**src/include/dmats_pkg.sv**
```systemverilog
// Shared constants and types for the DMA sequencer and its bus host
package dmats_pkg;

  // ----------------------------------------------------------------
  // Widths and counts
  // ----------------------------------------------------------------
  localparam int NUM_CTRL = 21;
  localparam int NUM_STAT = 7;
  localparam int REG_W    = 8;
  localparam int ADDR_W   = 16;
  localparam int IDX_W    = 5;

  // ----------------------------------------------------------------
  // Device control register indices (write side)
  // ----------------------------------------------------------------
  localparam logic [IDX_W-1:0] C_CMD   = 5'h00;
  localparam logic [IDX_W-1:0] C_CLASS = 5'h01;
  localparam logic [IDX_W-1:0] C_MODE  = 5'h02;
  localparam logic [IDX_W-1:0] C_STEP  = 5'h03;
  localparam logic [IDX_W-1:0] C_ASTL  = 5'h04;
  localparam logic [IDX_W-1:0] C_ASTH  = 5'h05;
  localparam logic [IDX_W-1:0] C_BSTL  = 5'h06;
  localparam logic [IDX_W-1:0] C_BSTH  = 5'h07;
  localparam logic [IDX_W-1:0] C_LENL  = 5'h08;
  localparam logic [IDX_W-1:0] C_LENH  = 5'h09;
  localparam logic [IDX_W-1:0] C_MATCH = 5'h0A;
  localparam logic [IDX_W-1:0] C_MASK  = 5'h0B;

  // ----------------------------------------------------------------
  // Device status register indices (read side)
  // ----------------------------------------------------------------
  localparam logic [IDX_W-1:0] S_GEN  = 5'h00;
  localparam logic [IDX_W-1:0] S_CNTL = 5'h01;
  localparam logic [IDX_W-1:0] S_CNTH = 5'h02;
  localparam logic [IDX_W-1:0] S_AL   = 5'h03;
  localparam logic [IDX_W-1:0] S_AH   = 5'h04;
  localparam logic [IDX_W-1:0] S_BL   = 5'h05;
  localparam logic [IDX_W-1:0] S_BH   = 5'h06;

  // ----------------------------------------------------------------
  // Field positions
  // ----------------------------------------------------------------
  localparam int CMD_EN   = 0;
  localparam int CMD_DIS  = 1;
  localparam int CMD_LOAD = 2;
  localparam int CMD_CLR  = 3;
  localparam int CL_XFER  = 0;
  localparam int CL_SRCH  = 1;
  localparam int CL_SIMUL = 2;
  localparam int CL_ASRC  = 3;
  localparam int CL_AIO   = 4;
  localparam int CL_BIO   = 5;
  localparam int MD_LO    = 0;
  localparam int MD_FRDY  = 2;
  localparam int MD_STOPM = 3;
  localparam int MD_INTM  = 4;
  localparam int MD_INTE  = 5;
  localparam int STP_A    = 0;
  localparam int STP_B    = 2;
  localparam int ST_RDY   = 0;
  localparam int ST_EOB   = 1;
  localparam int ST_MTCH  = 2;
  localparam int ST_INT   = 3;
  localparam int ST_ENA   = 4;

  // ----------------------------------------------------------------
  // Encodings and reset values
  // ----------------------------------------------------------------
  localparam logic [1:0] MODE_BYTE  = 2'h0;
  localparam logic [1:0] MODE_BURST = 2'h1;
  localparam logic [1:0] MODE_CONT  = 2'h2;
  localparam logic [1:0] STEP_INC   = 2'h1;
  localparam logic [1:0] STEP_DEC   = 2'h2;
  localparam logic [REG_W-1:0]  RST_BYTE = 8'h00;
  localparam logic [ADDR_W-1:0] RST_WORD = 16'h0000;

  // ----------------------------------------------------------------
  // Host APB map
  // ----------------------------------------------------------------
  localparam logic [11:0] H_CMD  = 12'h000;
  localparam logic [11:0] H_STAT = 12'h004;
  localparam logic [11:0] H_LEN  = 12'h008;
  localparam int HC_IDX = 0;
  localparam int HC_DAT = 8;
  localparam int HC_WR  = 16;

  // ----------------------------------------------------------------
  // State types
  // ----------------------------------------------------------------
  typedef enum logic [3:0] {
    ST_IDLE, ST_REQ, ST_SSTEP, ST_RD, ST_DSTEP, ST_WR, ST_FLY,
    ST_END, ST_WAIT, ST_REL, ST_GAP
  } dmats_state_e;

  typedef enum logic [1:0] {H_IDLE, H_WAIT, H_ACC, H_CAP} dmats_hstate_e;

endpackage

```
**src/include/dmats_if.sv**
```systemverilog
// System bus and register port joining the DMA sequencer and its host
`timescale 1ns/1ps
interface dmats_if;
  import dmats_pkg::*;

  // Bus ownership handshake and device interrupt
  logic              bus_req;
  logic              bus_ack;
  logic              host_oe;
  logic              dev_int;
  // Device-driven system bus
  logic [ADDR_W-1:0] dev_addr;
  logic              dev_aoe;
  logic [7:0]        dev_dout;
  logic              dev_doe;
  logic              dev_mreq;
  logic              dev_iorq;
  logic              dev_rd;
  logic              dev_wr;
  // Resolved data bus level and port ready, both from the bench
  logic [7:0]        sys_din;
  logic              port_ready;
  // Register access port
  logic              reg_sel;
  logic              reg_wr;
  logic [IDX_W-1:0]  reg_idx;
  logic [7:0]        reg_wdata;
  logic [7:0]        reg_rdata;

  modport dev (
    output bus_req, dev_int, dev_addr, dev_aoe, dev_dout, dev_doe,
    output dev_mreq, dev_iorq, dev_rd, dev_wr, reg_rdata,
    input  bus_ack, sys_din, port_ready, reg_sel, reg_wr, reg_idx,
    input  reg_wdata
  );

  modport host (
    output bus_ack, host_oe, reg_sel, reg_wr, reg_idx, reg_wdata,
    input  bus_req, dev_int, reg_rdata
  );
endinterface

```
**src/hdl/dmats_device.sv**
```systemverilog
// DMA sequencer: transfer, search and bus mastering engine
//
// Function
// 21 writable control, 7 readable status bytes
// Register access only while not owning bus
// Status: ready, end, match, interrupt, counters
// Transfer, search, or both; sequential or simultaneous
// Device drives address, data, control while owning
// Sequential: read into holder, then write it
// Simultaneous: read and write in one cycle
// Simultaneous only between memory and I/O
// Search compares unmasked bits with match byte
// Forced ready acts as active port ready
// Byte mode releases bus after each byte
// Burst holds bus until ready, end, match
// Burst re-requests bus once ready returns
// Continuous holds bus, idles while ready low
// A byte once read always completes
// Step source, read, step destination, write, compare
// No match counts on; match sets flag, acts
// Start needs enable and ready, then request
// Host acknowledges request and frees the bus
// End when count reaches length; flag, stop
// Byte mode leaves host one cycle between
// Length register holds desired count minus one
// Release drops request and floats all drivers
`timescale 1ns/1ps
module dmats_device
  import dmats_pkg::*;
(
  // Clock and reset
  input  wire logic pclk,
  input  wire logic presetn,
  // System bus and register port
  dmats_if.dev      b,
  // User side
  output logic      dma_active
);
  import dmats_pkg::*;

  // ----------------------------------------------------------------
  // Storage
  // ----------------------------------------------------------------
  logic [REG_W-1:0]  ctrl [NUM_CTRL];
  dmats_state_e      state;
  dmats_state_e      next_state;
  logic [ADDR_W-1:0] a_addr;
  logic [ADDR_W-1:0] b_addr;
  logic [ADDR_W-1:0] count;
  logic [7:0]        hold;
  logic              enabled;
  logic              st_eob;
  logic              st_match;
  logic              st_int;

  // Address step by the port's counting rule
  function automatic logic [ADDR_W-1:0] step(
    input logic [ADDR_W-1:0] addr,
    input logic [1:0]        rule
  );
    if (rule == STEP_INC) begin
      step = addr + 16'h0001;
    end else if (rule == STEP_DEC) begin
      step = addr - 16'h0001;
    end else begin
      step = addr;
    end
  endfunction

  // ----------------------------------------------------------------
  // Decoding
  // ----------------------------------------------------------------
  wire [7:0] cls    = ctrl[C_CLASS];
  wire [7:0] mode   = ctrl[C_MODE];
  wire [1:0] mode_k = mode[MD_LO +: 2];
  wire       a_src  = cls[CL_ASRC];
  wire       src_io = a_src ? cls[CL_AIO] : cls[CL_BIO];
  wire       dst_io = a_src ? cls[CL_BIO] : cls[CL_AIO];
  wire       simul  = cls[CL_SIMUL] & (cls[CL_AIO] ^ cls[CL_BIO]);
  wire       search = cls[CL_SRCH];
  wire       xfer   = cls[CL_XFER] | ~cls[CL_SRCH];
  wire       eff_rdy = b.port_ready | mode[MD_FRDY];
  wire       owning = ~(state inside {ST_IDLE, ST_REQ}) | b.bus_ack;
  wire       reg_ok = b.reg_sel & ~owning;
  wire       wr_ok  = reg_ok & b.reg_wr;
  wire       rd_ok  = reg_ok & ~b.reg_wr;
  wire       cmd_wr = wr_ok & (b.reg_idx == C_CMD);
  wire [7:0] cmd    = b.reg_wdata;
  wire [ADDR_W-1:0] blen = {ctrl[C_LENH], ctrl[C_LENL]};

  // Masked compare: a mask bit of one leaves that bit out
  wire is_match = search &
    (((hold ^ ctrl[C_MATCH]) & ~ctrl[C_MASK]) == 8'h00);
  wire is_eob   = (count == blen);
  wire stop_now = is_eob | (is_match & mode[MD_STOPM]);
  wire int_now  = (is_eob & mode[MD_INTE]) | (is_match & mode[MD_INTM]);

  // Address counters after this cycle's step
  wire step_a = ((state == ST_SSTEP) & a_src) |
                ((state == ST_DSTEP) & ~a_src);
  wire step_b = ((state == ST_SSTEP) & ~a_src) |
                ((state == ST_DSTEP) & a_src);
  wire [ADDR_W-1:0] a_next =
    step_a ? step(a_addr, ctrl[C_STEP][STP_A +: 2]) : a_addr;
  wire [ADDR_W-1:0] b_next =
    step_b ? step(b_addr, ctrl[C_STEP][STP_B +: 2]) : b_addr;
  wire [ADDR_W-1:0] src_addr = a_src ? a_next : b_next;
  wire [ADDR_W-1:0] dst_addr = a_src ? b_next : a_next;
  wire [ADDR_W-1:0] mem_addr = cls[CL_AIO] ? b_next : a_next;

  // Status byte and read mux
  wire [7:0] gen_stat = {3'h0, enabled, st_int, st_match, st_eob, eff_rdy};
  logic [7:0] stat_mux;
  always_comb begin
    case (b.reg_idx)
      S_GEN:   stat_mux = gen_stat;
      S_CNTL:  stat_mux = count[7:0];
      S_CNTH:  stat_mux = count[15:8];
      S_AL:    stat_mux = a_addr[7:0];
      S_AH:    stat_mux = a_addr[15:8];
      S_BL:    stat_mux = b_addr[7:0];
      S_BH:    stat_mux = b_addr[15:8];
      default: stat_mux = RST_BYTE;
    endcase
  end

  // ----------------------------------------------------------------
  // Sequencer
  // ----------------------------------------------------------------
  // Next state of the per-byte engine
  always_comb begin
    next_state = state;
    case (state)
      ST_IDLE: begin
        if (enabled & eff_rdy) begin
          next_state = ST_REQ;
        end
      end
      ST_REQ: begin
        if (b.bus_ack) begin
          next_state = ST_SSTEP;
        end
      end
      ST_SSTEP: next_state = simul ? ST_DSTEP : ST_RD;
      ST_RD:    next_state = xfer ? ST_DSTEP : ST_END;
      ST_DSTEP: next_state = simul ? ST_FLY : ST_WR;
      ST_WR:    next_state = ST_END;
      ST_FLY:   next_state = ST_END;
      ST_END: begin
        if (stop_now) begin
          next_state = ST_REL;
        end else if (mode_k == MODE_BYTE) begin
          next_state = ST_REL;
        end else if (eff_rdy) begin
          next_state = ST_SSTEP;
        end else if (mode_k == MODE_CONT) begin
          next_state = ST_WAIT;
        end else begin
          next_state = ST_REL;
        end
      end
      ST_WAIT: begin
        if (eff_rdy) begin
          next_state = ST_SSTEP;
        end
      end
      ST_REL: begin
        if (!b.bus_ack) begin
          next_state = ST_GAP;
        end
      end
      ST_GAP:  next_state = ST_IDLE;
      default: next_state = ST_IDLE;
    endcase
  end

  // Bus outputs decoded from the coming state
  wire n_hold = (next_state inside {ST_SSTEP, ST_RD, ST_DSTEP, ST_WR,
                                    ST_FLY, ST_END, ST_WAIT});
  wire n_req  = n_hold | (next_state == ST_REQ);
  wire n_rd   = (next_state == ST_RD) | (next_state == ST_FLY);
  wire n_wr   = (next_state == ST_WR) | (next_state == ST_FLY);
  wire n_mreq = ((next_state == ST_RD) & ~src_io) |
                ((next_state == ST_WR) & ~dst_io) | (next_state == ST_FLY);
  wire n_iorq = ((next_state == ST_RD) & src_io) |
                ((next_state == ST_WR) & dst_io) | (next_state == ST_FLY);
  wire [ADDR_W-1:0] n_addr = (next_state == ST_RD)  ? src_addr :
                             (next_state == ST_WR)  ? dst_addr :
                             (next_state == ST_FLY) ? mem_addr : b.dev_addr;

  // State and bus output flops
  always_ff @(posedge pclk or negedge presetn) begin
    if (!presetn) begin
      state      <= ST_IDLE;
      b.bus_req  <= 1'b0;
      b.dev_aoe  <= 1'b0;
      b.dev_addr <= RST_WORD;
      b.dev_doe  <= 1'b0;
      b.dev_dout <= RST_BYTE;
      b.dev_mreq <= 1'b0;
      b.dev_iorq <= 1'b0;
      b.dev_rd   <= 1'b0;
      b.dev_wr   <= 1'b0;
      dma_active <= 1'b0;
    end else begin
      state      <= next_state;
      b.bus_req  <= n_req;
      b.dev_aoe  <= n_hold;
      b.dev_addr <= n_addr;
      b.dev_doe  <= (next_state == ST_WR);
      b.dev_dout <= hold;
      b.dev_mreq <= n_mreq;
      b.dev_iorq <= n_iorq;
      b.dev_rd   <= n_rd;
      b.dev_wr   <= n_wr;
      dma_active <= n_hold;
    end
  end

  // ----------------------------------------------------------------
  // Datapath and status
  // ----------------------------------------------------------------
  // Control bytes; the command index acts and is not stored
  always_ff @(posedge pclk or negedge presetn) begin
    if (!presetn) begin
      for (int i = 0; i < NUM_CTRL; i++) begin
        ctrl[i] <= RST_BYTE;
      end
    end else if (wr_ok && !cmd_wr) begin
      for (int i = 0; i < NUM_CTRL; i++) begin
        if (b.reg_idx == IDX_W'(i)) begin
          ctrl[i] <= b.reg_wdata;
        end
      end
    end
  end

  // Counters, holding byte, enable and sticky flags
  always_ff @(posedge pclk or negedge presetn) begin
    if (!presetn) begin
      a_addr      <= RST_WORD;
      b_addr      <= RST_WORD;
      count       <= RST_WORD;
      hold        <= RST_BYTE;
      enabled     <= 1'b0;
      st_eob      <= 1'b0;
      st_match    <= 1'b0;
      st_int      <= 1'b0;
      b.reg_rdata <= RST_BYTE;
    end else begin
      a_addr <= a_next;
      b_addr <= b_next;
      if (rd_ok) begin
        b.reg_rdata <= stat_mux;
      end
      if (state == ST_RD || state == ST_FLY) begin
        hold <= b.sys_din;
      end
      if (cmd_wr) begin
        if (cmd[CMD_LOAD]) begin
          a_addr <= {ctrl[C_ASTH], ctrl[C_ASTL]};
          b_addr <= {ctrl[C_BSTH], ctrl[C_BSTL]};
          count  <= RST_WORD;
        end
        if (cmd[CMD_CLR]) begin
          st_eob   <= 1'b0;
          st_match <= 1'b0;
          st_int   <= 1'b0;
        end
        if (cmd[CMD_EN]) begin
          enabled <= 1'b1;
        end
        if (cmd[CMD_DIS]) begin
          enabled <= 1'b0;
        end
      end
      // Flags set after the clear so a coinciding set wins
      if (state == ST_END) begin
        if (!is_eob) begin
          count <= count + 16'h0001;
        end
        if (is_eob) begin
          st_eob <= 1'b1;
        end
        if (is_match) begin
          st_match <= 1'b1;
        end
        if (int_now) begin
          st_int <= 1'b1;
        end
        if (stop_now) begin
          enabled <= 1'b0;
        end
      end
    end
  end

  // Interrupt pending straight from its flag
  assign b.dev_int = st_int;

endmodule

```
**src/flat_wrapper.sv**
```systemverilog
// flat-port wrapper written by rule: the top's interface ports become plain ports
module dmats_device_flat import dmats_pkg::*;
  (pclk, presetn, dma_active, b_bus_req, b_dev_int, b_dev_addr, b_dev_aoe, b_dev_dout, b_dev_doe, b_dev_mreq, b_dev_iorq, b_dev_rd, b_dev_wr, b_reg_rdata, b_bus_ack, b_sys_din, b_port_ready, b_reg_sel, b_reg_wr, b_reg_idx, b_reg_wdata);
  dmats_if b_i ();
  input  wire logic pclk;
  input  wire logic presetn;
  output logic dma_active;
  output wire logic [$bits(b_i.bus_req)-1:0] b_bus_req;
  output wire logic [$bits(b_i.dev_int)-1:0] b_dev_int;
  output wire logic [$bits(b_i.dev_addr)-1:0] b_dev_addr;
  output wire logic [$bits(b_i.dev_aoe)-1:0] b_dev_aoe;
  output wire logic [$bits(b_i.dev_dout)-1:0] b_dev_dout;
  output wire logic [$bits(b_i.dev_doe)-1:0] b_dev_doe;
  output wire logic [$bits(b_i.dev_mreq)-1:0] b_dev_mreq;
  output wire logic [$bits(b_i.dev_iorq)-1:0] b_dev_iorq;
  output wire logic [$bits(b_i.dev_rd)-1:0] b_dev_rd;
  output wire logic [$bits(b_i.dev_wr)-1:0] b_dev_wr;
  output wire logic [$bits(b_i.reg_rdata)-1:0] b_reg_rdata;
  input wire logic [$bits(b_i.bus_ack)-1:0] b_bus_ack;
  input wire logic [$bits(b_i.sys_din)-1:0] b_sys_din;
  input wire logic [$bits(b_i.port_ready)-1:0] b_port_ready;
  input wire logic [$bits(b_i.reg_sel)-1:0] b_reg_sel;
  input wire logic [$bits(b_i.reg_wr)-1:0] b_reg_wr;
  input wire logic [$bits(b_i.reg_idx)-1:0] b_reg_idx;
  input wire logic [$bits(b_i.reg_wdata)-1:0] b_reg_wdata;
  assign b_bus_req = b_i.bus_req;
  assign b_dev_int = b_i.dev_int;
  assign b_dev_addr = b_i.dev_addr;
  assign b_dev_aoe = b_i.dev_aoe;
  assign b_dev_dout = b_i.dev_dout;
  assign b_dev_doe = b_i.dev_doe;
  assign b_dev_mreq = b_i.dev_mreq;
  assign b_dev_iorq = b_i.dev_iorq;
  assign b_dev_rd = b_i.dev_rd;
  assign b_dev_wr = b_i.dev_wr;
  assign b_reg_rdata = b_i.reg_rdata;
  assign b_i.bus_ack = b_bus_ack;
  assign b_i.sys_din = b_sys_din;
  assign b_i.port_ready = b_port_ready;
  assign b_i.reg_sel = b_reg_sel;
  assign b_i.reg_wr = b_reg_wr;
  assign b_i.reg_idx = b_reg_idx;
  assign b_i.reg_wdata = b_reg_wdata;
  dmats_device u_core (.pclk(pclk), .presetn(presetn), .b(b_i), .dma_active(dma_active));
endmodule
```
**config.mk**
```make
export PLATFORM = sky130hd
export DESIGN_NAME = dmats_device_flat
export DESIGN_NICKNAME = d
export VERILOG_FILES = /design/src/include/dmats_pkg.sv /design/src/include/dmats_if.sv /design/src/hdl/dmats_device.sv /design/src/flat_wrapper.sv
export SDC_FILE = /design/constraint.sdc
export NUM_CORES = 1
export LEC_CHECK = 0
export CORE_AREA = 2 2 161 123
export DETAILED_ROUTE_END_ITERATION = 12
export DIE_AREA = 0 0 163 125
export DONT_BUFFER_PORTS = 1
export HOLD_SLACK_MARGIN = 0.1
export PLACE_DENSITY_LB_ADDON = 0.08
export SYNTH_ARGS = -nofsm -noshare
export SYNTH_HDL_FRONTEND = slang
export SYNTH_SLANG_ARGS = --single-unit
```
**constraint.sdc**
```tcl
create_clock -name pclk -period 2.9 [get_ports pclk]
set_input_delay 0.145 -clock pclk [delete_from_list [all_inputs] [get_ports pclk]]
set_output_delay 0.145 -clock pclk [all_outputs]
set_load 0.005 [all_outputs]
```
==> flow_summary.yaml, run 1 <==
clock_network:
  cts_hold_buffers: 21
  htreeDepth: 4
  clock_latency_ps: 430
  cts_buffers: 17
  cts_tree: "built"
  root_buffer: "clkbuf_16"
  clock_path_buffers: 2
  clk_pin_slew_worst_paths_ps: 70
  clock_sinks: 183
sta:
  hold_viol: 183
  finalMaxSlewViolations: 0
  rsz0062_at_grt: "false"
  tns_ps: 0
  min_period_over_period_pct: 93.4
  hold_ws_ps: -598
  worstMarginPinSlew_ps: 884
  fin_crit_ps: 2710
  finalSetupViolCount: 0
  maxSlewHeadroom_pct: 40.9
  max_freq_mhz: 369
  fin_skew_ps: 9.32
  setup_ws_ps: 191
finish:
  fillers: 1681
  regArea_um2: 4580
  nets: 920
  final_cells: 1152
  syn_to_final_growth_pct: 12.5
  multi_input_area_um2: 4430
  drive_above_1_share_pct: 20.6
  n_antenna_cell: 0
critical_path:
  required_ps: 3230
  cp_max_fo: 12
  cp-start-kind: "register"
  cp.arrival_ps: 3040
  critical_path_class: "reg2reg"
  cp-end-kind: "register"
die:
  fp-row-count: 44
  coreArea_um2: 19000
  die_area_um2: 20400
  dieHeight_um: 125
  pin_count: 68
  start_util_pct: 48.8
  die_width_um: 163
yosys:
  synth_top_cell_area_share_pct: 49.4
  synth.cell_area_um2: 9260
  syn-num-nets: 897
  syn-instance-count: 865
  yosys-top-cells-count: "dfrtp_1 (183), mux2_2 (96), nor2_1 (78)"
  synth_area_leaders: "dfrtp_1 (49%), mux2_2 (12%), nor2_1 (3.2%)"
  synth_area_leader_cell: "dfrtp_1"
  syn_area_per_cell_um2: 10.7
  ys_ff_latch: 183
  yosysMostFrequentCell: "dfrtp_1"
  yosys_warnings: 0
  ys.flop_type: "dfrtp_1"
  synth-seq-area-share_pct: 49.4
  synth_edf_count: 0
  synthArstFlopShare_pct: 100
  synth_cell_types: 75
outcome:
  violations: "negative hold slack"
  status: "finished, violations left"
place:
  numPortBuffers: 0
  dp.cells: 1101
  dp_slack_ps: 214
  dp_hpwl_um: 18400
  finalWeightedCongestion: 0.938
power_and_ir_drop:
  powerDensity_nw_per_um2: 765
  total_power_mw: 7.96
  ir_drop_uv: 422
  cellLeakagePower_nw: 4.46
routing:
  antenna_left: 0
  routedWlPerCell_um: 23.0
  dr.pass1.iters: 5
  drcViolationCount: 0
  drt_iter0_markers: 775
  vias_per_cell: 6.08
  route.vias.total: 7000
  totalWireLength_um: 26500
global_routing:
  grt_antenna_before_repair: 0
  grt_overflow: 0
  grt_util_all_layers_pct: 27.0
  grt_first_pass_wirelength_um: 41200
  grt_max_degree: 184
  grt_pass1_vias: 6729
job:
  max_cap_viol_count: 0
worst_hold_path:
  hold_class: "in2async"
==> timing repair <==
action	in CTS	in global routing
gates resized for setup	0	1
buffers inserted	0	0
endpoints found under the setup margin	0	1
endpoints found under the hold margin	278	183
==> worst max-delay path, cell delays in order (launching register included) <==
cell	delay, ps
dfrtp_1	530
nor2_1	260
nand3b_1	150
clkinv_1	120
or2_1	100
a21oi_1	60
a221o_1	440
nor2_2	500
a22oi_1	280
o21a_1	160
==> cell families after synthesis <==
kind of cell / Yosys count / share of synthesized area, %
and+or+nand+nor: 274 / 15.9
DFF: 183 / 49.4
AOI/OAI and AO/OA: 176 / 12.6
muxes: 107 / 12.9
xor gates and xnor gates: 60 / 5.67
buffers and inverters: 60 / 2.78
adders and majority gates: 5 / 0.675
==> metrics by stage <==
| stage | instance area (um^2) | utilization (%) |
|---|---|---|
| after floorplan | 9260 | - |
| after global placement | 9600 | 50.5 |
| final | 10400 | 54.8 |
| after detailed placement | 9600 | 50.5 |
| after CTS | 10400 | 54.8 |
| after global routing | 10400 | 54.8 |
==> flip-flops by register name, summed over array words and instances (netlist names), 8 cells and up <==
name / count
u_core.b_addr: 16
u_core.ctrl: 52
u_core.b.dev_dout: 8
u_core.blen: 16
u_core.b.dev_addr: 16
u_core.b.reg_rdata: 8
u_core.count: 16
u_core.hold: 8
u_core.a_addr: 16
==> routing by layer <==
metal | part of all wire [%] | global-route usage, % | routed length, um | up-vias
met5 | 0 | 0 | 0 | -
met4 | 2.0 | 7.50 | 537 | 0
met3 | 7.2 | 5.67 | 1900 | 40
met2 | 43 | 38.4 | 11500 | 307
met1 | 48 | 41.7 | 12600 | 3483
li1 | - | - | - | 3170
==> cells in the final DEF, fill, tap and decap left out, types with 5 or more instances in the layout <==
master         Yosys  layout
a21oi_1           55      55
a222oi_1           8       8
a22o_1             9       9
a22oi_1           15      15
and2_1             6       5
and3_1             7       7
buf_4              1      30
clkbuf_16          0      17
dfrtp_1          183     183
dlygate4sd3_1      0      21
ha_1               5       5
inv_1             12      12
mux2_2            96      96
mux2i_1           10      10
nand2_1           52      51
nand2b_1           7       7
nand3_1           28      28
nand3b_1           6       6
nand4_1            8       8
nand4b_1           5       5
nor2_1            78      78
nor2b_1           13      13
nor3_1            11      11
nor4_1             6       6
o211ai_1           7       7
o21ai_0           31      31
o22ai_1            7       7
o31ai_1            8       8
or3_1             11      11
xnor2_1           27      27
xor2_1            33      33
==> area by class of cell <==
cell class	instances	area share (%)
Multi-Input combinational cell	622	42.5
Timing Repair Buffer	51	4.18
Clock inverter	12	1.71
Clock buffer	18	4.12
Inverter	13	0.468
Tap cell	253	3.04
Sequential cell	183	44.0
==> final timing paths <==
| check | startpoint | endpoint | slack, ps | depth (start not counted) |
|---|---|---|---|---|
| min in group pclk | b_reg_idx[0] | u_core.b.reg_rdata[2] | 130 | 3 |
| worst min-delay path | presetn | u_core.b.dev_dout[2] | -600 | 0 |
| max in group asynchronous | presetn | u_core.state[2] | 2990 | 0 |
| worst max register to register | u_core.state[3] | u_core.b.dev_addr[11] | 190 | 9 |
| worst min register to register | u_core.hold[4] | u_core.b.dev_dout[4] | 420 | 0 |
| worst max-delay path | u_core.state[3] | u_core.b.dev_addr[11] | 190 | 9 |
==> power by group <==
| group | switching, mW | leakage, nW | total [mW] | internal, mW |
|---|---|---|---|---|
| sequential | 0.614 | 2.18 | 3.63 | 3.02 |
| clock | 1.01 | 0.296 | 2.44 | 1.44 |
| combinational | 1.03 | 1.98 | 1.89 | 0.864 |
Power figures use the tool's default switching activity.
==> run 2: changes to the inputs <==
REMOVE_ABC_BUFFERS = 1   (was default)
==> run 2 against run 1 <==
The run still ends with negative hold slack left; flip-flop and latch count did not move; wire length rose by 0.45%; hold slack about the same; clock power about the same; largest cell class unchanged; cell area increased by 0.42%; cell count up 0.61%; die area unchanged.
==> flow_summary.yaml, run 2 (same netlist as run 1, synthesis figures left out) <==
sta:
  worstMarginPinSlew_ps: 911
  finalMaxSlewViolations: 0
  setup_ws_ps: 290
  finalSetupViolCount: 0
  fin_crit_ps: 2610
  rsz0062_at_grt: "false"
  hold_viol: 183
  min_period_over_period_pct: 90.0
  fin_skew_ps: 8.69
  hold_ws_ps: -598
  max_freq_mhz: 383
  tns_ps: 0
  maxSlewHeadroom_pct: 39.0
finish:
  regArea_um2: 4580
  final_cells: 1159
  multi_input_area_um2: 4430
  fillers: 1658
  nets: 926
  final_common_cell: "dfrtp_1"
  largest_register: "u_core.ctrl"
  final_cell_mix: "dfrtp_1 (183), mux2_2 (96), nor2_1 (78)"
  largest_reg_flops: 52
  post-route-util_pct: 55.1
  syn_to_final_growth_pct: 12.9
  n_antenna_cell: 0
  drive_above_1_share_pct: 21.1
clock_network:
  clock_sinks: 183
  cts_hold_buffers: 22
  post_cts_resized: 0
  clock_latency_ps: 430
  cts_tree: "built"
  root_buffer: "clkbuf_16"
  cts_buffers: 17
  clk_pin_slew_worst_paths_ps: 70
  clock_path_buffers: 2
  post-cts-setup-buffers: 0
  htreeDepth: 4
routing:
  dr.pass1.iters: 6
  drcViolationCount: 0
  vias_per_cell: 6.03
  drt_iter0_markers: 772
  totalWireLength_um: 26700
  route.vias.total: 6986
  antenna_left: 0
  routedWlPerCell_um: 23.0
critical_path:
  cp.arrival_ps: 2910
  required_ps: 3200
  cp-start-kind: "register"
  cp_max_fo: 12
  cp-end-kind: "register"
  critical_path_class: "reg2reg"
die:
  die_width_um: 163
  start_util_pct: 48.8
  pin_count: 68
  die_area_um2: 20400
  coreArea_um2: 19000
  fp-row-count: 44
  dieHeight_um: 125
place:
  dp_hpwl_um: 18300
  finalWeightedCongestion: 0.906
  numPortBuffers: 0
  dp_slack_ps: 361
  dp.cells: 1106
outcome:
  violations: "negative hold slack"
  status: "finished, violations left"
global_routing:
  grt_pass1_vias: 6889
  grt_busiest_layer: "met1"
  grt_overflow: 0
  grt_first_pass_wirelength_um: 42100
  use_met3_pct: 4.98
  grt_antenna_before_repair: 0
  met2_usage_pct: 39.1
  grt_max_degree: 184
  grt_util_all_layers_pct: 27.4
  met1_usage_pct: 42.9
power_and_ir_drop:
  clock_power_share_pct: 30.4
  ir_drop_uv: 391
  p_int_mw: 5.25
  power_frac_comb_pct: 24.3
  seqPwrFrac_pct: 45.3
  powerDensity_nw_per_um2: 761
  p_sw_mw: 2.71
  cellLeakagePower_nw: 4.48
  swShare_pct: 34.1
job:
  max_cap_viol_count: 0
worst_hold_path:
  hold_class: "in2async"
-- run 2: changes by cell type in the layout (fill, tap and decap cells not counted), sizes merged, moves of 2 or more --
cell	previous run	this run
inv	14	16
clkinv	6	3
clkinvlp	1	3
clkbuf	18	20
bufinv	4	2
buf	30	35
-- run 2: cell type report --
type                    instances  area share [%]
flip-flops and latches        183            43.8
multi-input cells             622            42.3
repair buffers                 57            4.62
clock buffers                  20            4.46
well taps                     253            3.03
clock inverters                11            1.32
inverters                      13           0.467
-- run 2: power by group through the flow --
stage,Sequential (mW),Clock [mW],Combinational (mW)
finish,3.61,2.42,1.94
global route,3.68,2.58,2.14
CTS,3.60,2.44,1.92
detailed placement,3.65,0,1.85
global placement,3.63,0,1.82
floorplan,3.47,0,1.29
-- run 2: path summary, 6_finish.rpt --
kind,start,to,slack [ps],depth (start not counted)
worst max-delay path,u_core.state[1],u_core.b.dev_addr[14],290,9
worst min-delay path,presetn,u_core.b.dev_dout[2],-600,0
worst max register to register,u_core.state[1],u_core.b.dev_addr[14],290,9
worst min register to register,u_core.hold[6],u_core.b.dev_dout[6],420,0
max in group asynchronous,presetn,u_core.ctrl[76],3090,0
min in group pclk,b_port_ready,u_core.state[1],150,4
-- run 2: metal layers --
| metal | wire, um | share of wire, % |
|---|---|---|
| met1 | 13200 | 50 |
| met2 | 11400 | 43 |
| met3 | 1680 | 6.3 |
| met4 | 414 | 1.6 |
| met5 | 0 | 0 |
-- run 2: critical path, stage by stage (launching register included) --
cell and delay [ps]:
dfrtp_1 560, nor2_1 130, nand3b_1 240, clkinv_1 150, or2_1 230, a21oi_1 150
a221o_1 350, and2_1 420, and2_1 210, a211oi_2 40
-- run 2: metrics by stage --
step	hold slack (ps)	instance area [um^2]	power, mW
2_1_floorplan	-151	9050	4.76
3_3_place_gp	-146	9640	5.45
3_5_place_dp	-147	9640	5.50
4_1_cts	-612	10500	7.97
5_1_grt	-626	10500	8.40
6_report	-598	10500	7.96
==> run 3: changes to the inputs <==
CORE_AREA = 2 2 141 109   (was 2 2 161 123)
CTS_BUF_LIST = sky130_fd_sc_hd__clkbuf_2   (was default)
DIE_AREA = 0 0 143 111   (was 0 0 163 125)
HOLD_SLACK_MARGIN = 0.12   (was 0.1)
==> run 3 against run 2 <==
The run still ends with negative hold slack left; global-route usage increased by 5.7 points; core utilization rose by 14 points; critical path depth stayed put; combinational power rose by 4%; first-iteration DRC count grew 24%; sequential share of layout area rose by 1.7 points; clock power is 51% lower; clock skew increased by 18 ps; hold slack got worse by 360 ps; sequential power barely moved; count of clock-buffer cells in the layout decreased by 2; critical path type unchanged; critical endpoint is now u_core.b.dev_addr[8].
==> flow_summary.yaml, run 3 (same netlist as run 1, synthesis figures left out) <==
outcome:
  status: "finished, violations left"
  violations: "negative hold slack"
critical_path:
  rrSetupSlack_ps: 190
  cp.arrival_ps: 3360
  critPathMaxStageDelay_ps: 570
  critical_path_buf_inv_count: 1
  required_ps: 3550
  cp-end-kind: "register"
  rr_endpoint: "u_core.b.dev_addr[8]"
  critical_path_class: "reg2reg"
  path_cells: "nor2_1 > nand3b_1 > clkinv_1 > or2_1 > a21oi_1 > a221o_1 > nor2_2 > a22oi_1 > o21a_1"
  rr_startpoint: "u_core.state[3]"
  critPathTopFamily: "simple AND/OR/NAND/NOR gates"
  cp_max_fo: 12
  rr_worst_depth: 9
  crit_slowest_cell: "dfrtp_1"
  cp-start-kind: "register"
sta:
  min_period_over_period_pct: 93.6
  hold_viol: 183
  maxSlewHeadroom_pct: 40.1
  fin_skew_ps: 27.0
  fin_crit_ps: 2710
  finalMaxSlewViolations: 0
  rsz0062_at_grt: "false"
  hold_ws_ps: -954
  tns_ps: 0
  setup_ws_ps: 187
  finalSetupViolCount: 0
  max_freq_mhz: 369
  worstMarginPinSlew_ps: 896
finish:
  nets: 932
  final_common_cell: "dfrtp_1"
  final_cells: 1116
  syn_to_final_growth_pct: 8.83
  n_antenna_cell: 0
  largest_register: "u_core.ctrl"
  largest_reg_flops: 52
  drive_above_1_share_pct: 19.9
  final_cell_mix: "dfrtp_1 (182), mux2_2 (96), nor2_1 (77)"
routing:
  drcViolationCount: 0
  antenna_left: 0
  vias_per_cell: 6.48
  drt_iter0_markers: 955
  dr.pass1.iters: 5
  route.vias.total: 7233
  routedWlPerCell_um: 22.5
  totalWireLength_um: 25100
die:
  dieHeight_um: 111
  fp-row-count: 39
  coreArea_um2: 14700
  die_area_um2: 15900
  pin_count: 68
  start_util_pct: 63.1
  die_width_um: 143
global_routing:
  grt_antenna_before_repair: 0
  grt_util_all_layers_pct: 33.1
  grt_max_degree: 184
  grt_pass1_vias: 6933
  grt_first_pass_wirelength_um: 39800
  grt_overflow: 0
power_and_ir_drop:
  ir_drop_uv: 428
  swShare_pct: 37.4
  p_sw_mw: 2.55
  p_int_mw: 4.27
  clock_power_share_pct: 17.4
  powerDensity_nw_per_um2: 677
  cellLeakagePower_nw: 4.32
  total_power_mw: 6.82
  power_frac_comb_pct: 29.6
  seqPwrFrac_pct: 53.0
clock_network:
  clk_pin_slew_worst_paths_ps: 260
  cts_tree: "built"
  cts_hold_buffers: 38
  htreeDepth: 4
  cts_buffers: 17
  root_buffer: "clkbuf_2"
  clock_sinks: 183
  clock_latency_ps: 740
  post-cts-setup-buffers: 0
  clock_path_buffers: 2
job:
  max_cap_viol_count: 0
place:
  dp.cells: 1048
  numPortBuffers: 0
  dp_slack_ps: 253
  dp_hpwl_um: 17100
  finalWeightedCongestion: 0.984
worst_hold_path:
  hold_class: "in2async"
[run 3: cell count changes in the layout (fill, tap and decap cells not counted), sizes merged]
cell         change
buf             -10
clkbuf           -2
dlygate4sd3     +16
inv              -1
bufinv           -1
clkinv           +3
[run 3: area by class of cell]
type                    count  area (um^2)
clock buffers              18         90.1
clock inverters            12          105
fillers                  1130         4610
inverters                  13         48.8
multi-input cells         622         4430
flip-flops and latches    183         4580
well taps                 205          256
repair buffers             63          568
[run 3: per-layer routing]
metal | vias up | global-route usage, % | wire [um]
li1 | 3191 | - | -
met1 | 3647 | 51.8 | 11400
met2 | 356 | 47.5 | 11100
met3 | 39 | 6.65 | 2130
met4 | 0 | 8.18 | 458
met5 | - | 0 | 0
[run 3: how the worst max path moves through the flow]
stage | start | end | cells past startpoint | slack, ps
4_1_cts | u_core.state[1] | u_core.cls[4] | 9 | 110
2_1_floorplan | u_core.state[3] | u_core.a_addr[1] | 6 | 70
3_3_place_gp | u_core.state[3] | u_core.b.dev_addr[14] | 9 | 390
3_5_place_dp | u_core.state[3] | u_core.b.dev_addr[14] | 9 | 250
5_1_grt | u_core.state[3] | u_core.cls[4] | 9 | 20
6_report | u_core.state[3] | u_core.b.dev_addr[8] | 9 | 190
[run 3: what timing repair did]
action,in CTS,in global routing
endpoints found under the hold margin,335,183
setup endpoints to repair,0,12
resized for setup,0,3
[run 3: per-stage QoR]
| step | util [%] | instance area, um^2 |
|---|---|---|
| 4_1_cts | 68.6 | 10100 |
| 3_5_place_dp | 64.7 | 9500 |
| 5_1_grt | 68.6 | 10100 |
| 2_1_floorplan | - | 9050 |
| 3_3_place_gp | 64.7 | 9500 |
| 6_report | 68.6 | 10100 |
[run 3: power by group through the flow]
stage / Sequential [mW] / Combinational [mW] / Clock [mW]
after floorplan: 3.47 / 1.29 / 0
final: 3.62 / 2.02 / 1.19
after global routing: 3.68 / 2.19 / 1.31
after CTS: 3.60 / 1.97 / 1.20
after detailed placement: 3.65 / 1.76 / 0
after global placement: 3.61 / 1.71 / 0
